<file path="config.mk">
export PLATFORM = sky130hd
export DESIGN_NAME = reload_timer
export DESIGN_NICKNAME = d
export VERILOG_FILES = /design/src/design/timer_pkg.sv /design/src/design/timer_prescaler.sv /design/src/design/timer_edge_detect.sv /design/src/design/reload_timer.sv
export SDC_FILE = /design/constraint.sdc
export NUM_CORES = 1
export LEC_CHECK = 0
export ABC_AREA = 0
export BUFFER_PORTS_ARGS = -buffer_cell sky130_fd_sc_hd__buf_2
export CAP_MARGIN = 20
export CORE_ASPECT_RATIO = 0.75
export CORE_UTILIZATION = 56
export DETAILED_ROUTE_END_ITERATION = 8
export PLACE_DENSITY = 0.83
export SLEW_MARGIN = 15
export SYNTH_ARGS = -nofsm -noshare
export SYNTH_HDL_FRONTEND = slang
export SYNTH_SLANG_ARGS = --single-unit
</file>
<file path="constraint.sdc">
create_clock -name clk_i -period 3.8 [get_ports clk_i]
set_clock_uncertainty 0.05 [all_clocks]
set_input_delay 0.38 -clock clk_i [delete_from_list [all_inputs] [get_ports clk_i]]
set_output_delay 0.38 -clock clk_i [all_outputs]
set_load 0.02 [all_outputs]
</file>
<file path="src/design/timer_pkg.sv">
// package of constants for the reloadable timer
// assumes a single 10 MHz system clock and synchronous active-high reset
// Functional notes
// - one-shot counts prescaled clock up to reload
// - one-shot match: interrupt, load 0001H, disable
// - one-shot output inverts for one cycle
// - clocked modes use prescaled system clock
// - continuous match: interrupt, load 0001H, continue
// - counting modes toggle output at each reload
// - written start count applies to first pass
// - continuous period is reload times divisor
// - counter mode counts timer input pin edges
// - polarity bit selects rising or falling edge
// - counter mode bypasses prescaler entirely
// - polarity sets initial output in counter modes
// - counter match: interrupt, reload 0001H, resume
// - comparator mode counts comparator edges, no prescale
// - comparator match: interrupt, reload 0001H, continue
// - count minus start equals counted edges
// - FFFFH without match wraps to 0000H
// - divisors 1 to 128; reload 0000H longest
package timer_pkg;
  typedef enum logic [1:0] {
    MODE_ONE_SHOT = 2'h0,
    MODE_CONTINUOUS = 2'h1,
    MODE_COUNTER = 2'h2,
    MODE_CMP_COUNTER = 2'h3
  } timer_mode_t;
  localparam int COUNT_W = 16;
  localparam logic [15:0] COUNT_RELOAD = 16'h0001;
  localparam logic [15:0] COUNT_RESET = 16'h0000;
  localparam logic [15:0] COUNT_MAX = 16'hFFFF;
  localparam int PRESCALE_SEL_W = 3;
  localparam int PRESCALE_CNT_W = 7;
  localparam logic [6:0] PRESCALE_RESET = 7'h00;
  localparam int SYNC_STAGES = 2;
endpackage

</file>
<file path="src/design/timer_prescaler.sv">
// prescaler: tick every 2**sel enabled clocks
// assumes clear is asserted while the timer is stopped
module timer_prescaler (
  // clock and control
  input wire logic clk_i,
  input wire logic reset_i,
  input wire logic clk_en_i,
  input wire logic clear_i,
  input wire logic [timer_pkg::PRESCALE_SEL_W-1:0] sel_i,
  // tick
  output logic tick_o
);
  typedef struct packed {
    logic [timer_pkg::PRESCALE_CNT_W-1:0] cnt;
  } pre_state_t;
  pre_state_t s_q, s_d;
  logic [timer_pkg::PRESCALE_CNT_W-1:0] limit;

  // divisor of 1 ticks every cycle, 128 ticks every 128th
  assign limit = (timer_pkg::PRESCALE_CNT_W)'((8'h01 << sel_i) - 8'h01);
  assign tick_o = clk_en_i && !clear_i && (s_q.cnt == limit);

  always_comb begin
    s_d = s_q;
    if (clear_i || tick_o) begin
      s_d.cnt = timer_pkg::PRESCALE_RESET;
    end else begin
      s_d.cnt = s_q.cnt + 7'h01;
    end
  end

  always_ff @(posedge clk_i) begin
    if (reset_i) begin
      s_q.cnt <= timer_pkg::PRESCALE_RESET;
    end else if (clk_en_i) begin
      s_q <= s_d;
    end
  end
endmodule

</file>
<file path="src/design/timer_edge_detect.sv">
// two-flop synchroniser followed by a selectable edge detector
// assumes input toggles at most at a quarter of the clock rate
module timer_edge_detect (
  // clock
  input wire logic clk_i,
  input wire logic reset_i,
  input wire logic clk_en_i,
  // input and edge select
  input wire logic async_i,
  input wire logic rising_i,
  // outputs
  output logic level_o,
  output logic edge_o
);
  typedef struct packed {
    logic meta;
    logic sync;
    logic prev;
  } sync_state_t;
  sync_state_t s_q, s_d;

  always_comb begin
    s_d = s_q;
    s_d.meta = async_i;
    s_d.sync = s_q.meta;
    s_d.prev = s_q.sync;
  end

  // edges come from two settled samples, never the first flop
  assign level_o = s_q.sync;
  assign edge_o = clk_en_i && (rising_i ? (s_q.sync && !s_q.prev)
                                        : (!s_q.sync && s_q.prev));

  always_ff @(posedge clk_i) begin
    if (reset_i) begin
      s_q <= '0;
    end else if (clk_en_i) begin
      s_q <= s_d;
    end
  end
endmodule

</file>
<file path="src/design/reload_timer.sv">
// 16-bit reloadable up-counting timer: one-shot, continuous, pin and
// comparator event counting; control bits are plain ports
// assumes software keeps the enable low while it reconfigures
module reload_timer (
  // clock and reset
  input wire logic clk_i,
  input wire logic reset_i,
  input wire logic clk_en_i,
  // control
  input wire logic enable_set_i,
  input wire logic enable_clr_i,
  input wire logic [1:0] mode_i,
  input wire logic [timer_pkg::PRESCALE_SEL_W-1:0] prescale_i,
  input wire logic output_polarity_edge_select_i,
  input wire logic out_func_en_i,
  // count and reload
  input wire logic count_wr_i,
  input wire logic [timer_pkg::COUNT_W-1:0] count_wdata_i,
  input wire logic [timer_pkg::COUNT_W-1:0] reload_i,
  // external signals
  input wire logic timer_in_i,
  input wire logic comparator_i,
  // status
  output logic enabled_o,
  output logic [timer_pkg::COUNT_W-1:0] count_o,
  output logic irq_o,
  output logic timer_out_o
);
  // ************************************************************
  // state
  // ************************************************************
  typedef struct packed {
    logic en;
    logic [timer_pkg::COUNT_W-1:0] cnt;
    logic irq;
    logic out_lvl;
    logic pulse;
  } tmr_state_t;
  tmr_state_t s_q, s_d;

  timer_pkg::timer_mode_t mode;
  logic pre_tick;
  logic pin_edge;
  logic cmp_edge;
  logic step;
  logic match;
  logic rising_sel;
  logic counting_mode;

  assign mode = timer_pkg::timer_mode_t'(mode_i);
  assign rising_sel = output_polarity_edge_select_i;
  assign counting_mode = (mode == timer_pkg::MODE_COUNTER) ||
                         (mode == timer_pkg::MODE_CMP_COUNTER);

  // ************************************************************
  // input sources
  // ************************************************************
  timer_prescaler u_pre (
    .clk_i(clk_i),
    .reset_i(reset_i),
    .clk_en_i(clk_en_i),
    .clear_i(!s_q.en),
    .sel_i(prescale_i),
    .tick_o(pre_tick)
  );

  timer_edge_detect u_pin (
    .clk_i(clk_i),
    .reset_i(reset_i),
    .clk_en_i(clk_en_i),
    .async_i(timer_in_i),
    .rising_i(rising_sel),
    .level_o(),
    .edge_o(pin_edge)
  );

  timer_edge_detect u_cmp (
    .clk_i(clk_i),
    .reset_i(reset_i),
    .clk_en_i(clk_en_i),
    .async_i(comparator_i),
    .rising_i(rising_sel),
    .level_o(),
    .edge_o(cmp_edge)
  );

  // ************************************************************
  // count step selection
  // ************************************************************
  always_comb begin
    case (mode)
      timer_pkg::MODE_ONE_SHOT: step = pre_tick;
      timer_pkg::MODE_CONTINUOUS: step = pre_tick;
      timer_pkg::MODE_COUNTER: step = pin_edge;
      timer_pkg::MODE_CMP_COUNTER: step = cmp_edge;
      default: step = 1'b0;
    endcase
  end

  // reload 0000H matches only after a full wrap: longest period
  assign match = s_q.en && step && (s_q.cnt == reload_i);

  // ************************************************************
  // next state
  // ************************************************************
  always_comb begin
    s_d = s_q;
    s_d.irq = 1'b0;
    s_d.pulse = 1'b0;
    if (count_wr_i) begin
      s_d.cnt = count_wdata_i;
    end
    if (!s_q.en) begin
      // output idles at polarity while stopped
      s_d.out_lvl = output_polarity_edge_select_i;
    end
    if (match) begin
      s_d.irq = 1'b1;
      s_d.cnt = timer_pkg::COUNT_RELOAD;
      if (mode == timer_pkg::MODE_ONE_SHOT) begin
        s_d.en = 1'b0;
        s_d.pulse = out_func_en_i;
      end else if (out_func_en_i) begin
        s_d.out_lvl = !s_q.out_lvl;
      end
    end else if (s_q.en && step) begin
      if (s_q.cnt == timer_pkg::COUNT_MAX) begin
        s_d.cnt = timer_pkg::COUNT_RESET;
      end else begin
        s_d.cnt = s_q.cnt + 16'h0001;
      end
    end
    if (enable_clr_i) begin
      s_d.en = 1'b0;
    end else if (enable_set_i) begin
      s_d.en = 1'b1;
    end
  end

  always_ff @(posedge clk_i) begin
    if (reset_i) begin
      s_q <= '0;
    end else if (clk_en_i) begin
      s_q <= s_d;
    end
  end

  // ************************************************************
  // outputs
  // ************************************************************
  assign enabled_o = s_q.en;
  assign count_o = s_q.cnt;
  assign irq_o = s_q.irq;
  // one-shot pulse inverts the held level for one cycle
  assign timer_out_o = s_q.out_lvl ^ s_q.pulse;
endmodule

</file>
Yosys cells after proc, flatten, opt, wreduce, memory -nomap -nowiden --
Cells that the tools add are included.
Word-level totals: flip-flop bits (word level) 33, input bits 47, logic and storage cells 64
Cells by class: $add $sub $neg 3, eq/ne operators 6, shift-type cells 1, muxes and demuxes 17, bitwise logic cells 1, reduce and logical (&&, ||, !) cells 24
Operators with widths (number):
- 2-to-1 mux 16 bit | 4
- adder 16 x 1 -> 16 bit (second input constant) | 1
- equality test 16 bit | 1
- equality test 16 bit (second input constant) | 1
- logical AND 1 bit | 10
- 2-to-1 mux 1 bit | 10
- nonzero test 3 bit | 3
- adder 7 x 1 -> 7 bit (second input constant) | 1
- equality test 7 bit | 1
- 2-to-1 mux 7 bit | 1
- << shifter 1 x 3 -> 7 bit (first input constant) | 1
- subtractor 7 x 1 -> 7 bit (second input constant) | 1
- zero test 1 bit | 6
- equality test 2 bit (second input constant) | 2
- 2-to-1 mux 3 bit | 1
- case mux 1 bit (3 select lines) | 1
- AND reduction 3 bit | 1
- equality test 2 x 1 -> 1 bit (second input constant) | 1
- zero test 2 bit | 1
- AND reduction 2 bit | 1
- OR reduction 2 bit | 1
- logical OR 1 bit | 1
- bitwise XOR 1 bit | 1

Depth between registers and ports, before layout --
Gate-level depths: netlist of run 1.
word-level depth 10, mapped depth 9

Modules after synthesis --
From an unflattened synthesis of run 1, not the netlist that was laid out.
Second synthesis, totals: cell total of the unflattened synthesis 305, area total of the unflattened synthesis 2446.1 sq um
By module, submodules not included:
- reload_timer | times used 1, cells each 207, area each 1610.3 sq um, sequential area each 400.4 sq um
- timer_prescaler | times used 1, cells each 72, area each 575.6 sq um, sequential area each 140.1 sq um
- timer_edge_detect | times used 2, cells each 13, area each 130.1 sq um, sequential area each 60.1 sq um

Worst setup path before layout of run 1 --
No wires, ideal clock.
path type input to register, start input port prescale_i[1] (netlist bit), end register s_q, in the netlist count_o[4], setup time 68 ps, arrival time 2184 ps, required time 3682 ps, path slack 1498 ps, stages 8, path through clkbuf_1 or4b_4 a311oi_2 o211ai_2 and2_4 buf_6 o32a_1 a21oi_2
Between the ends: word-level cells in the longest chain between the ends 9
RTL lines:
- start: declaration | RTL line reload_timer.sv:13 | input wire logic [timer_pkg::PRESCALE_SEL_W-1:0] prescale_i,
- << shifter 1 x 3 -> 7 bit * | RTL line timer_prescaler.sv:20 | assign limit = (timer_pkg::PRESCALE_CNT_W)'((8'h01 << sel_i) - 8'h01);
- subtractor 7 x 1 -> 7 bit * | RTL line timer_prescaler.sv:20
- equality test 7 bit * | RTL line timer_prescaler.sv:21 | assign tick_o = clk_en_i && !clear_i && (s_q.cnt == limit);
- logical AND 1 bit * | RTL line timer_prescaler.sv:21
- case mux 1 bit (3 select lines) * | RTL line reload_timer.sv:91 | case (mode)
- logical AND 1 bit * | RTL line reload_timer.sv:101, reload_timer.sv:126
- logical AND 1 bit | RTL line reload_timer.sv:101 | assign match = s_q.en && step && (s_q.cnt == reload_i);
- nonzero test 3 bit (no line)
- AND reduction 2 bit (no line)
- end signal: assignment | RTL line reload_timer.sv:142 | s_q <= '0;
- end signal: assignment | RTL line reload_timer.sv:144 | s_q <= s_d;
- end: declaration | RTL line reload_timer.sv:39 | tmr_state_t s_q, s_d;
Mark *: on every way between the ends. The rest lies on a longest branch, timed or not. A chain may end at the register's enable or synchronous reset.

Final worst setup path of run 1 --
start register s_q, in the netlist count_o[2], end register s_q, in the netlist count_o[9]
Between the ends: word-level cells in the longest chain between the ends 4
RTL lines:
- adder 16 x 1 -> 16 bit (tied with other cells) | RTL line reload_timer.sv:130 | s_d.cnt = s_q.cnt + 16'h0001;
- 2-to-1 mux 16 bit or logical AND 1 bit (tied branches) | RTL line reload_timer.sv:127, reload_timer.sv:101
- 2-to-1 mux 16 bit or nonzero test 3 bit (tied branches)
- 2-to-1 mux 16 bit or AND reduction 2 bit (tied branches)
Parallel ways exist; a longest one is shown, timed or not.

==> results.yml, run 1 <==
timing:
  min_period_ns: 2.40
  hold_violations: 0
  slew_headroom_pct: 43.8
  max_freq_mhz: 417
  final.setup.tns_ns: 0
  drv_slew: 0
  worst_slack_ns: 1.40
  setup_viol: 0
  fin_crit_sh_pct: 63.1
  rsz0062_at_grt: "false"
  tightest_slew_ns: 0.841
die:
  die_w_um: 75.9
  die-area_um2: 4360
  die_h_um: 57.4
  start_util_pct: 60.6
  ioPinCount: 66
  row_count: 19
  core_um2: 3780
setup_path:
  path_buf_inv: 0
  worst-path-max-fanout: 9
  cp_data_required_time_ns: 3.91
  critPathKind: "flop to flop"
  worst_ep_arrival_time_ns: 2.50
  r2r_slack_ns: 1.40
  crit_slowest_cell: "dfxtp_1"
  cp_top_family: "simple AND/OR/NAND/NOR gates"
  end_kind: "flop"
  cpPeakStageDelay_ns: 0.48
  crit_chain: "xor2_1 > nor4_1 > nand4_1 > nand3_1 > a211o_1 > o22a_1 > nor2_1"
  cp-start-kind: "flop"
detailed_routing:
  ant_nets: 0
  finalWirelength_mm: 5.33
  vias: 2143
  drtIter0Drc: 167
  detail_route.wl_per_cell_um: 14.4
  dr.pass1.iters: 4
  drc: 0
  vias_per_cell: 5.78
layout:
  drive_gt1_share_pct: 24.5
  n_antenna_cell: 0
  final_area_um2: 2570
  multi_input_area_um2: 1410
  fin_nets: 368
  fill_cells: 318
  seq_area_um2: 661
  area_growth_pct: 12.3
flow_run:
  cap_viol_max_count: 0
power:
  leakage_nw: 1.14
  p_total_w: 0.000780
  peakVddDrop_mv: 0.197
  p_per_area_nw_per_um2: 303
grt:
  antenna_found_initial: 0
  gr-usage-met2_pct: 37.8
  gr-usage-met1_pct: 36.8
  grt_start_max_net_pins: 30
  met3_usage_pct: 6.01
  busiest_layer: "met2"
  grt_overflow_total: 0
  gr-usage-all-layers_pct: 26.1
  grt_pass1_wl_mm: 8.57
  grt_pass1_vias: 1863
yosys:
  synth_top_family_by_area: "simple AND/OR/NAND/NOR gates"
  ys_warn_count: 0
  yosys.area_share.adder_pct: 1.09
  synth_area_per_cell_um2: 8.25
  ys_seq_area_share_pct: 28.8
  synth_top_area_share_pct: 28.8
  synth.top_cells.by_area: "dfxtp_1 29%, xor2_1 11%, mux2i_1 7.9%"
  synth_commonest_cells: "33 x dfxtp_1, 33 x nor2_1, 29 x xor2_1, 21 x nand3_1"
  synth_nets: 327
  ys_async_sr_fraction_pct: 0
  syn_area_um2: 2290
  synth_enable_flop_cells: 0
  ys_types: 47
  ys_ff_latch: 33
  syn_inst: 278
  synth-xor-area-share_pct: 13.4
  synth_mux_area_share_pct: 7.86
  yosys.area_share.simple_pct: 23.8
  yosysTopAreaCell: "dfxtp_1"
  synth-compound-area-share_pct: 15.4
  yosys_most_used_dff: "dfxtp_1"
worst_hold_path:
  hold_path_class: "primary input to flop"
cts:
  clock_sinks: 33
  cts_tree: "done"
  cts_max_path_buffers: 2
  cts_resized: 0
  hold_buffers: 0
  root_buffer: "clkbuf_8"
  h-tree-depth: 2
  clkTransAtPathRegs_ns: 0.06
  cts_setup_buffers: 0
  cts_buffers: 5
  clock_latency_ns: 0.28
placed_design:
  port_buffers: 65
  gp_congestion: 0.802
  pre_cts_ws_ns: 1.36
  placed_area_um2: 2490
  post-dp-hpwl_mm: 3.95
outcome:
  status: "complete, no violations"
## routing by layer
metal | routed length (um) | part of all wire (%)
met1 | 2520 | 47
met2 | 2340 | 44
met3 | 403 | 7.6
met4 | 68 | 1.3
met5 | 0 | 0
## cell usage in the layout, fill, tap and decap left out, types with 2 or more instances in the layout
master and n:
xor2_1 29, and2_1 3, a211o_1 4, nor4_1 5, a31oi_1 5, and3_1 3, xnor2_1 6, nand4_1 6
a21oi_1 7, buf_2 65, nand3_1 21, clkbuf_8 6, nor2_1 33, nand3b_1 2, nand2_1 18, o22a_1 8
o21ai_0 6, ha_1 2, mux2i_1 18, o32a_1 5, inv_1 7, dfxtp_1 33, and4_1 4, and3b_1 2
## where the power goes
part           total [W]  internal [W]  switching [W]
registers       0.000379      0.000359      0.0000204
clock network   0.000267      0.000144       0.000123
logic           0.000134     0.0000618      0.0000727
total           0.000780      0.000564       0.000216
## registers in the layout, indices dropped and copies added (netlist names)
name	flops
count_o	16
u_pre.s_q	7
s_q	2
enabled_o	1
irq_o	1
u_cmp.level_o	1
u_cmp.s_d	1
u_cmp.s_q	1
u_pin.level_o	1
u_pin.s_d	1
u_pin.s_q	1
## cell type report
type / count / area share (%)
multi-input cells: 207 / 54.8
flip-flops and latches: 33 / 25.7
repair buffers: 65 / 12.6
clock buffers: 7 / 3.35
well taps: 52 / 2.53
inverters: 7 / 1.02
## logic make-up (layout without fill, tap and decap cells)
family                     Yosys count  in the layout
AOI/OAI and AO/OA                   46             46
buffers and inverters               38             79
adders and majority gates            2              2
xor gates and xnor gates            35             35
muxes                               18             18
and+or+nand+nor                    106            106
DFF                                 33             33
## tightest hold or removal path, stage by stage
cell     delay, ns
buf_2         0.07
mux2i_1       0.05
nor2_1        0.07
## worst paths after layout
check | from | endpoint | cells after the start
min | comparator_i | u_cmp.s_d[1] | 3
max | count_o[2] | count_o[9] | 7
max reg2reg | count_o[2] | count_o[9] | 7
min reg2reg | irq_o | irq_o | 2
## through the flow
stage / utilization, % / std cells / hold WS, ns
after CTS: 68.1 / 371 / 0.286
final: 68.1 / 371 / 0.285
after floorplan: - / 278 / 0.403
after global routing: 68.1 / 371 / 0.301
after detailed placement: 65.8 / 364 / 0.434
after global placement: 65.8 / 364 / 0.422
(Power assumes the default switching activity.)
==> run 2, diff against run 1 <==
Settings changed: ABC_AREA 0 to 1, CORE_UTILIZATION 56 to 49, PLACE_DENSITY 0.83 to 0.75.
Clock period 3.8 ns to 2.2 ns, I/O delays scaled along.
==> run 2 against run 1 <==
- synthesized cell count increased by 50%
- die area is 33% higher
- combinational power increased to 2.5 times the previous value
- sequential share of layout area down 4.8 points
- critical endpoint is now count_o[1]
- global-route usage fell by 0.60 points
- flip-flop and latch count stayed put
- total power grew 92%
- via count rose by 32%
==> results.yml, run 2 <==
outcome:
  status: "complete, no violations"
power:
  peakVddDrop_mv: 0.283
  leakage_nw: 1.46
  p_total_w: 0.00150
  p_per_area_nw_per_um2: 473
timing:
  fin_crit_sh_pct: 88.6
  max_freq_mhz: 513
  min_period_ns: 1.95
  final.setup.tns_ns: 0
  drv_slew: 0
  hold_violations: 0
  tightest_slew_ns: 0.508
  rsz0062_at_grt: "false"
  slew_headroom_pct: 65.8
  setup_viol: 0
yosys:
  synth_area_per_cell_um2: 6.49
  yosysTopAreaCell: "dfxtp_1"
  ys_warn_count: 0
  ys_types: 29
  syn_area_um2: 2700
  yosys_most_used_dff: "dfxtp_1"
  yosysMostFrequentCell: "nand2_1"
  ys_ff_latch: 33
  syn_inst: 416
  synth_enable_flop_cells: 0
  synth_nets: 465
  synth_top_area_share_pct: 24.5
  synth.top_cells.by_area: "dfxtp_1 24%, nand2_1 17%, nor2_1 7.2%"
  synth_commonest_cells: "119 x nand2_1, 52 x nor2_1, 36 x inv_1, 34 x nand3_1, 33 x dfxtp_1"
  ys_seq_area_share_pct: 24.5
  ys_async_sr_fraction_pct: 0
die:
  die_w_um: 87.7
  start_util_pct: 50.7
  ioPinCount: 66
  row_count: 23
  die_h_um: 66.3
  core_um2: 5320
  die-area_um2: 5810
grt:
  grt_start_max_net_pins: 22
  grt_pass1_vias: 2361
  grt_overflow_total: 0
  grt_pass1_wl_mm: 11.3
  antenna_found_initial: 0
  gr-usage-all-layers_pct: 25.5
cts:
  root_buffer: "clkbuf_8"
  cts_resized: 0
  h-tree-depth: 2
  cts_max_path_buffers: 2
  clkTransAtPathRegs_ns: 0.07
  cts_buffers: 5
  clock_latency_ns: 0.29
  cts_tree: "done"
  clock_sinks: 33
  cts_setup_buffers: 0
  hold_buffers: 0
setup_path:
  critPathKind: "flop to flop"
  cp-start-kind: "flop"
  end_kind: "flop"
  cp_data_required_time_ns: 2.32
  worst-path-max-fanout: 9
  worst_ep_arrival_time_ns: 2.07
layout:
  multi_input_area_um2: 1680
  largest_reg_flops: 16
  drive_gt1_share_pct: 26.4
  fill_cells: 508
  area_growth_pct: 17.2
  fin_nets: 526
  layout_common_cells: "119 x nand2_1, 65 x buf_2, 52 x nor2_1, 36 x inv_1, 34 x nand3_1"
  seq_area_um2: 662
  n_antenna_cell: 0
  final_common_cell: "nand2_1"
detailed_routing:
  dr.pass1.iters: 5
  finalWirelength_mm: 7.13
  vias: 2838
  detail_route.wl_per_cell_um: 12.9
  ant_nets: 0
  vias_per_cell: 5.13
  drtIter0Drc: 203
  drc: 0
placed_design:
  post-dp-hpwl_mm: 5.43
  port_buffers: 65
  gp_congestion: 0.923
flow_run:
  cap_viol_max_count: 0
worst_hold_path:
  hold_path_class: "primary input to flop"
[run 2: path summary, 6_finish.rpt]
| check | slack [ns] | cells after the start | end | startpoint |
|---|---|---|---|---|
| worst max-delay path | 0.25 | 12 | count_o[1] | count_o[1] |
| worst min-delay path | 0.12 | 3 | u_pin.s_d[1] | timer_in_i |
| worst max register to register | 0.25 | 12 | count_o[1] | count_o[1] |
| worst min register to register | 0.44 | 2 | s_q[0] | s_q[0] |
[run 2: routing by layer]
layer  part of all wire (%)  GRT usage [%]  vias up
met1                     52           38.9     1298
met2                     40           35.9      106
met5                      0              0        -
met3                    6.8           4.12        5
li1                       -              -     1429
met4                   0.69           7.17        0
[run 2: cell type report]
class | count | area share (%)
clock buffers | 7 | 3.04
repair buffers | 85 | 15.0
flip-flops and latches | 33 | 20.9
multi-input cells | 314 | 53.0
well taps | 75 | 2.97
clock inverters | 1 | 0.158
inverters | 38 | 4.90
[run 2: report_power, final]
group	total (W)	leakage (nW)	internal [W]	switching, W
logic	0.000338	1.14	0.000140	0.000198
clock network	0.000513	0.0542	0.000283	0.000230
registers	0.000647	0.270	0.000622	0.0000253
[run 2: metrics by stage]
stage / utilization, % / cell area, um2 / std cells / hold slack, ns / worst slack [ns]
finish: 59.4 / 3160 / 553 / 0.119 / 0.251
global route: 59.4 / 3160 / 553 / 0.116 / 0.0265
CTS: 59.4 / 3160 / 553 / 0.111 / 0.196
detailed placement: 57.5 / 3060 / 545 / 0.413 / 0.228
global placement: 57.5 / 3060 / 545 / 0.395 / 0.282
floorplan: - / 2700 / 416 / 0.305 / 0.306
[run 2: worst max-delay path, cell delays in order, from the launching register on]
cell	delay (ns)
dfxtp_1	0.44
ha_1	0.29
nand2_1	0.07
nor2_1	0.19
nand2_1	0.13
nor2_1	0.11
buf_4	0.16
inv_1	0.05
nand2_1	0.04
nand3b_1	0.09
nand2_1	0.05
nand3_1	0.07
a21oi_1	0.07
[run 2: logic make-up (layout without fill, tap and decap cells)]
| kind of cell | Yosys count | after routing | synth area share, % |
|---|---|---|---|
| and+or+nand+nor | 242 | 242 | 42.1 |
| buffers and inverters | 69 | 131 | 13.4 |
| AOI/OAI and AO/OA | 40 | 40 | 9.31 |
| DFF | 33 | 33 | 24.5 |
| xor gates and xnor gates | 30 | 30 | 9.73 |
| adders and majority gates | 2 | 2 | 0.927 |
